## config.mk

```make
export PLATFORM = sky130hd
export DESIGN_NAME = ssie_exec
export DESIGN_NICKNAME = d
export VERILOG_FILES = /design/src/pkg/ssie_pkg.sv /design/src/ssie_phase_gen.sv /design/src/ssie_exec.sv
export SDC_FILE = /design/constraint.sdc
export NUM_CORES = 1
export LEC_CHECK = 0
export ABC_AREA = 1
export BUFFER_PORTS_ARGS = -buffer_cell sky130_fd_sc_hd__buf_2
export CAP_MARGIN = 25
export CORE_MARGIN = 2
export CORE_UTILIZATION = 41
export CTS_BUF_LIST = sky130_fd_sc_hd__clkbuf_16
export DETAILED_ROUTE_END_ITERATION = 10
export HOLD_SLACK_MARGIN = 0.08
export PLACE_DENSITY = 0.77
export SYNTH_ARGS = -nofsm -noshare
export SYNTH_HDL_FRONTEND = slang
export SYNTH_SLANG_ARGS = --single-unit
export TNS_END_PERCENT = 10
```

## constraint.sdc

```tcl
create_clock -name clk -period 2.25 [get_ports clk]
set_input_delay 0.3375 -clock clk [delete_from_list [all_inputs] [get_ports clk]]
set_output_delay 0.3375 -clock clk [all_outputs]
set_load 0.03 [all_outputs]
```

## src/pkg/ssie_pkg.sv

```systemverilog
// constants and types for the set-all-ones and power-down execution block
// What this block does
// - With the bank operand bit at one, the set-all-ones target lies in the bank named by bank_select_reg, the default case.
// - Set-all-ones writes FFh to the addressed register and touches no status flag.
// - The word 0003h, all zero but the two low bits, decodes as the power-down instruction.
// - Power-down clears powerdown_flag.
// - Power-down sets timeout_flag.
// - Power-down clears the watchdog counter and its postscaler.
// - Power-down puts the core to sleep and halts the oscillator.
// - A watchdog wake-up from sleep clears timeout_flag.
// - Power-down changes only timeout_flag and powerdown_flag, never the arithmetic flags.
package ssie_pkg;
	// ****************************************
	// opcodes
	// ****************************************
	localparam logic [15:0] SSIE_SLEEP_OPCODE = 16'h0003;
	localparam logic [6:0]  SSIE_SET_ALL_ONES_OP_PREFIX  = 7'h34;
	localparam int          SSIE_SET_ALL_ONES_OP_LSB     = 9;
	localparam int          SSIE_ABIT_POS     = 8;
	// ****************************************
	// data and reset values
	// ****************************************
	localparam logic [7:0]  SSIE_ALL_ONES     = 8'hFF;
	localparam logic [3:0]  SSIE_ACCESS_BANK  = 4'h0;
	localparam logic        SSIE_TO_RST       = 1'b1;
	localparam logic        SSIE_PD_RST       = 1'b1;

	typedef enum logic [1:0] {
		SSIE_Q1 = 2'b00,
		SSIE_Q2 = 2'b01,
		SSIE_Q3 = 2'b10,
		SSIE_Q4 = 2'b11
	} ssie_phase_t;
endpackage : ssie_pkg

```

## src/ssie_phase_gen.sv

```systemverilog
// quarter-phase sequencer for the core clock
`timescale 1ns/1ps
module ssie_phase_gen (
	// clock and reset
	input  wire logic               clk,
	input  wire logic               srst,
	// run control
	input  wire logic               halt,
	// phase out
	output ssie_pkg::ssie_phase_t   phase
);
	ssie_pkg::ssie_phase_t phase_q;
	ssie_pkg::ssie_phase_t phase_d;

	// halted sequencer parks in Q1 so wake-up starts a fresh cycle
	always_comb begin
		case (phase_q)
			ssie_pkg::SSIE_Q1: phase_d = ssie_pkg::SSIE_Q2;
			ssie_pkg::SSIE_Q2: phase_d = ssie_pkg::SSIE_Q3;
			ssie_pkg::SSIE_Q3: phase_d = ssie_pkg::SSIE_Q4;
			ssie_pkg::SSIE_Q4: phase_d = ssie_pkg::SSIE_Q1;
			default:           phase_d = ssie_pkg::SSIE_Q1;
		endcase
		if (halt) begin
			phase_d = ssie_pkg::SSIE_Q1;
		end
	end

	always_ff @(posedge clk) begin
		if (srst) begin
			phase_q <= ssie_pkg::SSIE_Q1;
		end else begin
			phase_q <= phase_d;
		end
	end

	assign phase = phase_q;
endmodule : ssie_phase_gen

```

## src/ssie_exec.sv

```systemverilog
// execution of the set-all-ones and power-down instructions
`timescale 1ns/1ps
module ssie_exec (
	// clock and reset
	input  wire logic        clk,
	input  wire logic        srst,
	// instruction from decode, held through the cycle
	input  wire logic [15:0] instrWord,
	input  wire logic        instrValid,
	// bank select register value
	input  wire logic [3:0]  bankSelectReg,
	// wake-up causes
	input  wire logic        wakeWatchdog,
	input  wire logic        wakeOther,
	// data memory write port
	output logic             memWrEn,
	output logic [11:0]      memWrAddr,
	output logic [7:0]       memWrData,
	// status flags
	output logic             timeoutFlag,
	output logic             powerdownFlag,
	output logic             arithFlagWrEn,
	// watchdog control
	output logic             watchdogClr,
	// power control
	output logic             sleepActive,
	output logic             oscHalt,
	// phase of the instruction cycle
	output logic [1:0]       phaseOut
);
	// ****************************************
	// phase sequencing
	// ****************************************
	ssie_pkg::ssie_phase_t phase;
	logic                  sleep_q;

	ssie_phase_gen u_phase (
		.clk   (clk),
		.srst  (srst),
		.halt  (sleep_q),
		.phase (phase)
	);

	// ****************************************
	// decode
	// ****************************************
	wire isSleep = instrValid && !sleep_q &&
		(instrWord == ssie_pkg::SSIE_SLEEP_OPCODE);
	wire isSetf  = instrValid && !sleep_q &&
		(instrWord[15:ssie_pkg::SSIE_SET_ALL_ONES_OP_LSB] ==
		 ssie_pkg::SSIE_SET_ALL_ONES_OP_PREFIX);
	wire bankBit = instrWord[ssie_pkg::SSIE_ABIT_POS];
	// a=1 uses the bank select register, a=0 the access bank
	wire [3:0] tgtBank = bankBit ? bankSelectReg :
		ssie_pkg::SSIE_ACCESS_BANK;
	wire [11:0] tgtAddr = {tgtBank, instrWord[7:0]};

	wire inQ3 = (phase == ssie_pkg::SSIE_Q3);
	wire inQ4 = (phase == ssie_pkg::SSIE_Q4);
	wire wakeAny = sleep_q && (wakeWatchdog || wakeOther);

	// ****************************************
	// state
	// ****************************************
	logic        memWrEn_q, watchdogClr_q, to_q, pd_q;
	logic [11:0] memWrAddr_q;
	logic [1:0]  phase_q;
	// constant outputs still leave from flops, so no path runs from decode
	logic [7:0]  memWrData_q;
	logic        arithFlagWrEn_q;

	always_ff @(posedge clk) begin
		if (srst) begin
			memWrEn_q   <= 1'b0;
			memWrAddr_q <= 12'h000;
			watchdogClr_q <= 1'b0;
			to_q        <= ssie_pkg::SSIE_TO_RST;
			pd_q        <= ssie_pkg::SSIE_PD_RST;
			sleep_q     <= 1'b0;
			phase_q     <= 2'h0;
			memWrData_q <= ssie_pkg::SSIE_ALL_ONES;
			arithFlagWrEn_q <= 1'b0;
		end else begin
			memWrData_q <= ssie_pkg::SSIE_ALL_ONES;
			arithFlagWrEn_q <= 1'b0;
			// write lands in Q4 of set-all-ones
			memWrEn_q   <= isSetf && inQ3;
			memWrAddr_q <= tgtAddr;
			// watchdog and postscaler clear pulse lands in Q4 of power-down
			watchdogClr_q <= isSleep && inQ3;
			if (isSleep && inQ3) begin
				to_q <= 1'b1;
				pd_q <= 1'b0;
			end else if (wakeAny && wakeWatchdog) begin
				to_q <= 1'b0;
			end
			if (isSleep && inQ4) begin
				sleep_q <= 1'b1;
			end else if (wakeAny) begin
				sleep_q <= 1'b0;
			end
			phase_q <= phase;
		end
	end

	assign memWrEn       = memWrEn_q;
	assign memWrAddr     = memWrAddr_q;
	assign memWrData     = memWrData_q;
	// neither instruction touches the arithmetic flags
	assign arithFlagWrEn = arithFlagWrEn_q;
	assign timeoutFlag   = to_q;
	assign powerdownFlag = pd_q;
	assign watchdogClr   = watchdogClr_q;
	assign sleepActive   = sleep_q;
	assign oscHalt       = sleep_q;
	assign phaseOut      = phase_q;

	// ****************************************
	// checks
	// ****************************************
	sleep_flags_a: assert property (@(posedge clk) disable iff (srst)
		(isSleep && inQ3) |=> (!pd_q && to_q && watchdogClr_q))
		else $error("power-down did not update flags");
	sleep_entry_a: assert property (@(posedge clk) disable iff (srst)
		(isSleep && inQ3) |=> ##1 sleep_q)
		else $error("sleep not entered after Q4");
	osc_halt_a: assert property (@(posedge clk) disable iff (srst)
		sleep_q |-> oscHalt)
		else $error("oscillator runs in sleep");
	wdt_wake_a: assert property (@(posedge clk) disable iff (srst)
		(sleep_q && wakeWatchdog) |=> (!to_q && !sleep_q))
		else $error("watchdog wake did not clear time-out");
	set_all_ones_op_write_a: assert property (@(posedge clk) disable iff (srst)
		(isSetf && inQ3) |=>
		(memWrEn_q && memWrData == ssie_pkg::SSIE_ALL_ONES))
		else $error("set-all-ones write missing");
	bank_sel_a: assert property (@(posedge clk) disable iff (srst)
		(isSetf && inQ3 && bankBit) |=>
		(memWrAddr_q[11:8] == $past(bankSelectReg)))
		else $error("bank select not used");
	decode_a: assert property (@(posedge clk) disable iff (srst)
		(instrValid && !sleep_q && inQ3 &&
		 instrWord == ssie_pkg::SSIE_SLEEP_OPCODE)
		|=> watchdogClr_q)
		else $error("power-down opcode not decoded");
	no_arith_a: assert property (@(posedge clk) disable iff (srst)
		!arithFlagWrEn)
		else $error("arithmetic flags written");
	wdt_only_a: assert property (@(posedge clk) disable iff (srst)
		watchdogClr_q |-> $past(isSleep))
		else $error("stray watchdog clear");

	// ****************************************
	// flag hold checks
	// ****************************************
	// powerdown_flag only ever falls outside reset
	pd_hold_a: assert property (@(posedge clk) disable iff (srst)
		!(isSleep && inQ3) |=> $stable(pd_q))
		else $error("powerdown flag moved without power-down");
	to_hold_a: assert property (@(posedge clk) disable iff (srst)
		(!(isSleep && inQ3) && !(sleep_q && wakeWatchdog)) |=>
		$stable(to_q))
		else $error("timeout flag moved without cause");
	// a wake from any other source leaves the timeout flag alone
	other_wake_a: assert property (@(posedge clk) disable iff (srst)
		(sleep_q && wakeOther && !wakeWatchdog) |=>
		(!sleep_q && $stable(to_q)))
		else $error("other wake mishandled");

	// ****************************************
	// sleep checks
	// ****************************************
	// parked sequencer keeps wake-up aligned to Q1
	phase_park_a: assert property (@(posedge clk) disable iff (srst)
		sleep_q |-> (phase == ssie_pkg::SSIE_Q1))
		else $error("phase runs during sleep");
	asleep_quiet_a: assert property (@(posedge clk) disable iff (srst)
		sleep_q |=> (!memWrEn_q && !watchdogClr_q))
		else $error("activity while asleep");

	// ****************************************
	// pulse and address checks
	// ****************************************
	wr_pulse_a: assert property (@(posedge clk) disable iff (srst)
		memWrEn_q |=> !memWrEn_q)
		else $error("write pulse stretched");
	clr_pulse_a: assert property (@(posedge clk) disable iff (srst)
		watchdogClr_q |=> !watchdogClr_q)
		else $error("watchdog clear stretched");
	access_bank_a: assert property (@(posedge clk) disable iff (srst)
		(isSetf && inQ3 && !bankBit) |=>
		(memWrAddr_q[11:8] == ssie_pkg::SSIE_ACCESS_BANK))
		else $error("access bank not used");
	set_all_ones_op_addr_a: assert property (@(posedge clk) disable iff (srst)
		(isSetf && inQ3) |=>
		(memWrAddr_q[7:0] == $past(instrWord[7:0])))
		else $error("register offset lost");
endmodule : ssie_exec

```

== After elaboration in Yosys (flattened, before gate mapping) ==
Cells that the tools add are included.
Widths: inputs -> output; s select.

* Logic and storage cells: 33
* Bits in registers: 21

* Reductions and logical operators: 15
* Mux-type cells: 3
* Equality and inequality tests: 5
* Bitwise gates (word level): 1

{| class="wikitable"
|+ Operators with widths
! kind !! count
|-
| $eq 16x2->1 const B || 1
|-
| $logic_and 1x1->1 || 8
|-
| $pmux 2 s4 || 1
|-
| $eq 7x6->1 const B || 1
|-
| $reduce_or 2->1 || 3
|-
| $eq 2x2->1 const B || 2
|-
| $eq 2x1->1 const B || 1
|-
| $logic_not 2->1 || 1
|-
| $mux 1 || 2
|-
| $reduce_bool 2->1 || 1
|-
| $logic_not 1->1 || 1
|-
| $logic_or 1x1->1 || 1
|-
| $not 1->1 || 1
|}

== Depth between registers and ports, before layout ==
Gate-level depths: netlist of run 1.

* Word-level depth: 5
* Depth in mapped cells: 7

== Cells and area by module ==
From an unflattened synthesis of run 1, not the netlist that was laid out.

* Cell total of the unflattened synthesis: 119
* Area, all modules: 879.6 um2

{| class="wikitable"
|+ Modules (own cells, without submodules)
! module !! area each (um2) !! cells an instance !! instances
|-
| ssie_exec || 780.7 || 106 || 1
|-
| ssie_phase_gen || 98.8 || 13 || 1
|}

== Worst setup path before layout of run 1 ==
No wires, ideal clock.

* Kind: register to register
* Start: reg sleep_q (netlist: oscHalt)
* End: reg sleep_q (netlist: oscHalt)
* Slack: 1.124 ns
* Arrival: 1.060 ns
* Stages on the path, launching flop included: 4
* Cell sequence: dfxtp_1 -> inv_1 -> or3_1 -> a21oi_2

* Cells in the longest elaborated chain, start to end: 5

{| class="wikitable"
|+ RTL lines
! item !! line !! RTL
|-
| start, declared || ssie_exec.sv:35 || <nowiki>logic sleep_q;</nowiki>
|-
| start signal, assigned || ssie_exec.sv:79 || <nowiki>sleep_q <= 1'b0;</nowiki>
|-
| start signal, assigned || ssie_exec.sv:98 || <nowiki>sleep_q <= 1'b1;</nowiki>
|-
| start signal, assigned || ssie_exec.sv:100 || <nowiki>sleep_q <= 1'b0;</nowiki>
|-
| $logic_not 1->1 || ssie_exec.sv:47 || <nowiki>wire isSleep = instrValid && !sleep_q &&</nowiki>
|-
| $logic_and 1x1->1 (2 in a row) || ssie_exec.sv:47 ||
|-
| $logic_and 1x1->1 || ssie_exec.sv:97 || <nowiki>if (isSleep && inQ4) begin</nowiki>
|-
| $mux 1 / $reduce_bool 2->1 (equally long branches) || -- ||
|}

Several ways; a longest one is shown, not always the timed one.
A chain may end at the register's enable or synchronous reset.

== Final worst setup path of run 1 ==
* Start: reg sleep_q (netlist: oscHalt)
* End: out oscHalt

{| class="wikitable"
|+ RTL lines
! item !! line !! RTL
|-
| end, declared || ssie_exec.sv:27 || <nowiki>output logic oscHalt,</nowiki>
|}

No word-level cell between the ends.

==> metrics.md, run 1 <==
| Metric | Value |
|---|---|
| Cell taking the most area after synthesis | dfxtp_1 |
| Area Growth Syn to Fin | 31.63% |
| Post-Route WL | 1754 µm |
| Post-cts resize count | 0 |
| Slowest stage cell on the critical path | dfxtp_1 |
| Clk sinks | 21 |
| Cell with the most instances after synthesis | nor2_1 |
| Post-Synth Adder-Cell Area | 0.04255 |
| H-tree levels | 1 |
| Clock share of power | 0.377 |
| Syn Inst Count | 119 |
| DR WL/cell | 9.232 µm |
| Fmax | 848.5 MHz |
| Gpl congestion | about 0.79 |
| Buf+Inv Stages, Crit Path | 1 |
| Die Ht | a little over 50 µm |
| Num CTS Buffers | 3 |
| Worst path top cell family by delay | flip-flops |
| Max-cap violation count | 0 |
| P_int | ~690 µW |
| Post-CTS setup buffer count | 0 |
| Reg-to-reg setup timing slack | approximately 1200 ps |
| Final setup vio count | 0 |
| Reg power frac | 0.443 |
| Setup crit end kind | output pin |
| First-pass GRT wire length | slightly below 3000 µm |
| DRT Pass-1 Iters | 4 |
| Worst-Skew Late Latency | 240 ps |
| Final Power | 928.4 µW |
| Synth cell count leaders | nor2_1 (36), dfxtp_1 (21), inv_1 (20) |
| Synth Flop Type | dfxtp_1 |
| Startpoint types | flip-flop |
| Synth top area share | 0.4766 |
| Worst-case reg-to-reg path depth | 4 |
| CP Class | flip-flop to output pin |
| Maximum VDD drop | roughly 0.00044 V |
| Mapped cell area | 882.1 µm² |
| Die area | between 2000 and 3000 µm² |
| Reg-to-Reg End | watchdogClr |
| Shortest period the worst path allows | ~1200 ps |
| Status | finished clean |
| Clock transition at path regs | roughly 50 ps |
| EDFF count, synth | 0 |
| Yosys warns | 0 |
| DR iter-0 viols | 17 |
| Async SR Flop Fraction | 0 |
| Root Driver | clkbuf_16 |
| Proportion of layout cells with a drive suffix above 1 | 0.3006 |
| Yosys cell types | 16 |
| Initial antenna violation count | 0 |
| Synth Area in Compound Gates | 0.01560 |
| Cell Chain, Critical Path | buf_2 |
| Avg Cell Area, Syn | about 7.4 µm² |
| Min-delay worst type | primary input to flip-flop |
| Nets | about 190 |
| Fillcell total | slightly below 200 |
| Final hold vios | 0 |
| Vias/cell | 4.195 |
| CP Data Arrival Time | between 800 and 900 ps |
| Switching share of power | 0.2580 |
| Net switching power figure | approximately 240 µW |
| Hold bufs inserted after CTS | 0 |
| Post-DP HPWL | 1381 µm |
| Core footprint | ~2000 µm² |
| Pwr Density | roughly 800 nW/µm² |
| GRT Total Usage | 0.1507 |
| FF-to-FF Start | oscHalt |
| Post-route ant nets | 0 |
| Area contributors post-synth | dfxtp_1 (48%), nor2_1 (15%), buf_4 (8.5%) |
| Logic gate share of total power | 0.180 |
| Worst Path Required | approximately 1900 ps |
| Worst-path fanout max | 5 |
| Overflow after GRT | 0 |
| CTS tree | yes |
| Crit. Startpoint | oscHalt |
| Xor/xnor cell area share of the yosys netlist | 0 |
| Vias in the first global route | a little under 800 |
| CP peak stage delay | 380 ps |
| Setup TNS | 0 ps |
| # rows | 16 |
| Lkg Pwr | around 0.65 nW |
| Seq cells post-synth | 21 |
| Post-synthesis simple-gate area fraction | 0.2809 |
| Chip width | 50.39 µm |
| IO Pins | between 50 and 60 |
| Cells on Worst Hold Path | 3 |
| Min-delay src | bankSelectReg[1] |
| Max Slew Vio Count | 0 |
| ANT cells | 0 |
| Initial core utilization | 0.4406 |
| DRC | 0 |
| Clock Tree Buf Depth | 2 |
| Final Skew | about 0.7 ps |
| Largest net degree at the start of global routing | 15 |
| Unrepaired setup endpoints after global routing | false |
| Period utilization | 0.5238 |
| Via count | 797 |
| Hold EP | memWrAddr[9] |
| Buffers on Ports | 44 |
| Seq/Total Area, Yosys | 0.4766 |
| Mux share of post-synthesis cell area | 0 |
| Main combinational cell family by area after synthesis | simple AND/OR/NAND/NOR gates |
worst max-delay path by stage:
stage,endpoint,cells past startpoint
6_report,oscHalt,1
5_1_grt,sleepActive,1
4_1_cts,oscHalt,1
3_5_place_dp,powerdownFlag,7
3_3_place_gp,powerdownFlag,7
2_1_floorplan,oscHalt,3
registers in the layout, indices dropped and copies added (netlist names):
register / flops
memWrAddr: 12
phaseOut: 2
u_phase.phase: 2
memWrEn: 1
oscHalt: 1
powerdownFlag: 1
timeoutFlag: 1
watchdogClr: 1
cell families (layout without fill, tap and decap cells):
logic type                 Yosys count  count (layout)
AOI/OAI and AO/OA                    2               2
adders and majority gates            3               3
buffers and inverters               31              68
DFF                                 21              21
other                                2               9
and+or+nand+nor                     60              60
power groups by stage:
stage          Sequential [mW]  Clock [mW]  Combinational, mW
2_1_floorplan            0.452           0             0.0915
3_3_place_gp             0.417           0              0.164
3_5_place_dp             0.419           0              0.168
4_1_cts                  0.411       0.359              0.169
5_1_grt                  0.413       0.373              0.189
6_report                 0.411       0.350              0.167
per-stage QoR:
| step | setup WS [ps] | cells | cell area, µm² | hold WS [ps] | utilization |
|---|---|---|---|---|---|
| 2_1_floorplan | 1124 | 126 | 908.4 | 399.9 | - |
| 3_5_place_dp | 1124 | 186 | 1082 | 441.9 | 0.5406 |
| 5_1_grt | 1039 | 190 | 1161 | 315.0 | 0.5800 |
| 4_1_cts | 1066 | 190 | 1161 | 306.0 | 0.5800 |
| 6_report | 1071 | 190 | 1161 | 307.0 | 0.5800 |
| 3_3_place_gp | 1159 | 186 | 1082 | 443.3 | 0.5406 |
layer usage:
layer | GRT usage | wire, µm
met4 | 0.08108 | 21
met2 | 0.2763 | 828
met3 | 0.02381 | 157
met1 | 0.1639 | 746
met5 | 0 | 0
layout by cell type, fill, tap and decap left out:
master,instances
buf_2,44
ha_1,3
inv_1,21
or3_1,1
and2_1,1
nor2_1,36
a21oi_2,1
conb_1,9
nand4_1,2
a21oi_1,1
nor3b_1,1
dfxtp_1,21
clkbuf_16,3
nand3_1,5
nand2_1,13
nor2_2,1
final cells by class:
| cell class | instances | area [µm²] | area share |
|---|---|---|---|
| Clock buffer | 3 | 75.07 | 0.06466 |
| Timing Repair Buffer | 44 | 220.2 | 0.1897 |
| Tap cell | 27 | 33.78 | 0.02909 |
| Sequential cell | 21 | 420.4 | 0.3621 |
| Inverter | 20 | 75.07 | 0.06466 |
| Clock inverter | 1 | 3.754 | 0.003233 |
| Multi-Input combinational cell | 74 | 332.8 | 0.2866 |
(Power assumes the default switching activity.)
==> inputs of run 2 (changes only) <==
--- a/config.mk
+++ b/config.mk
@@ -9,11 +9,11 @@
 export BUFFER_PORTS_ARGS = -buffer_cell sky130_fd_sc_hd__buf_2
 export CAP_MARGIN = 25
 export CORE_MARGIN = 2
-export CORE_UTILIZATION = 41
+export CORE_UTILIZATION = 37
 export CTS_BUF_LIST = sky130_fd_sc_hd__clkbuf_16
 export DETAILED_ROUTE_END_ITERATION = 10
 export HOLD_SLACK_MARGIN = 0.08
-export PLACE_DENSITY = 0.77
+export PLACE_DENSITY = 0.73
 export SYNTH_ARGS = -nofsm -noshare
 export SYNTH_HDL_FRONTEND = slang
 export SYNTH_SLANG_ARGS = --single-unit
==> constraint.sdc (replaced) <==
create_clock -name clk -period 1 [get_ports clk]
set_input_delay 0.15 -clock clk [delete_from_list [all_inputs] [get_ports clk]]
set_output_delay 0.15 -clock clk [all_outputs]
set_load 0.03 [all_outputs]
==> metrics.md, run 2 (synthesized netlist as in run 1, its figures left out) <==
| Metric | Value |
|---|---|
| Status | finished clean |
| Die area | about 2800 µm² |
| Layout Utilization | 0.5328 |
| Post-route ant nets | 0 |
| Worst path top cell family by delay | flip-flops |
| Setup TNS | 0 ps |
| CP peak stage delay | 370 ps |
| Overflow after GRT | 0 |
| Final hold vios | 0 |
| Worst-Skew Late Latency | approximately 250 ps |
| Slowest stage cell on the critical path | dfxtp_4 |
| Clock transition at path regs | roughly 50 ps |
| DR iter-0 viols | 11 |
| Die Ht | about 53 µm |
| Final setup vio count | 0 |
| CP Class | flip-flop to flip-flop |
| Worst Path Required | 1180 ps |
| Hold bufs inserted after CTS | 0 |
| Cells after DPL | roughly 190 |
| Lkg Pwr | about 0.66 nW |
| Root Driver | clkbuf_16 |
| Clock Tree Buf Depth | 2 |
| Unrepaired setup endpoints after global routing | true |
| Buffers on Ports | 44 |
| Initial core utilization | 0.3950 |
| Min-delay worst type | primary input to flip-flop |
| Buf+Inv Stages, Crit Path | 1 |
| Pwr Density | approximately 1800 nW/µm² |
| Largest net degree at the start of global routing | 13 |
| DR WL/cell | 9.198 µm |
| Chip width | about 53 µm |
| Gpl congestion | approximately 0.79 |
| Cell Chain, Critical Path | inv_1 -> or3_1 -> a21oi_2 |
| CTS tree | yes |
| Initial antenna violation count | 0 |
| Vias in the first global route | around 650 |
| Max reg flops | 12 |
| Period utilization | 0.9687 |
| DRT Pass-1 Iters | 4 |
| Final Power | ~2.1 mW |
| Post-Route WL | 1766 µm |
| GRT Total Usage | 0.1347 |
| Highest-count cells in the layout ignoring fill and taps | buf_2 (44), nor2_1 (35), inv_1 (20), dfxtp_1 (20), nand2_1 (13) |
| Via count | slightly below 800 |
| Num CTS Buffers | 3 |
| CP Data Arrival Time | ~1200 ps |
| First-pass GRT wire length | about 2700 µm |
| Setup crit end kind | flip-flop |
| Area Growth Syn to Fin | 34.89% |
| Startpoint types | flip-flop |
| IO Pins | 54 |
| Shortest period the worst path allows | 968.7 ps |
| Core footprint | between 2000 and 2500 µm² |
| H-tree levels | 1 |
| Post-DP HPWL | about 1400 µm |
| Clk sinks | 21 |
| Vias/cell | 4.052 |
| Non-filler cells, final | roughly 190 |
| Final Skew | ~5.2 ps |
| Max Slew Vio Count | 0 |
| Proportion of layout cells with a drive suffix above 1 | 0.3354 |
| ANT cells | 0 |
| Worst-path fanout max | 5 |
| Fmax | between 1000 and 1500 MHz |
| Most common cell after layout, fill and taps aside | buf_2 |
| Maximum VDD drop | 0.001017 V |
| # rows | 17 |
| DRC | 0 |
| Worst hold slack | between 100 and 150 ps |
| Max-cap violation count | 0 |
| Nets | ~190 |
[run 2: cell types whose count changed in the layout (fill, tap and decap cells not counted), sizes merged]
cell	before	now
inv	21	20
buf	44	45
clkinv	0	1
[run 2: area by class of cell]
class	count	area (µm²)
fill	227	1044
sequential	21	424.2
multi-input combinational	74	347.8
timing repair buffer	45	227.7
clock buffer	3	75.07
inverter	20	75.07
tap	28	35.03
clock inverter	1	5.005
[run 2: metal layers]
layer,track usage,vias up,wire length [µm]
li1,-,419,-
met1,0.1643,320,770
met2,0.2229,37,785
met3,0.02857,2,184
met4,0.06410,0,25
met5,0,-,0
[run 2: power breakdown]
part / internal, mW / switching, mW
combinational: 0.125 / 0.257
clock: 0.535 / 0.282
sequential: 0.897 / 0.0241
total: 1.56 / 0.563
[run 2: path summary, 6_finish.rpt]
kind	from	end	slack [ps]	depth (start not counted)
worst min-delay path	bankSelectReg[3]	memWrAddr[11]	120	3
worst min register to register	powerdownFlag	powerdownFlag	450	2
worst max register to register	oscHalt	oscHalt	30	3
worst max-delay path	oscHalt	oscHalt	30	3
[run 2: timing repair]
action / CTS / global route
resized for setup: 1 / 3
setup buffers: 0 / 0
endpoints found under the setup margin: 3 / 5
[run 2: worst register-to-register path, delay by kind of cell (launching register included)]
kind,cells,cell delay (ps)
compound gates,1,130
simple gates,1,340
buf+inv,1,60
flops,1,370
[run 2: metrics by stage]
stage | setup slack [ps] | area [µm²]
final | 31.28 | 1190
after floorplan | 40.97 | 912.1
after global placement | 29.03 | 1095
after CTS | 29.49 | 1177
after global routing | -6.752 | 1190
after detailed placement | -5.494 | 1095
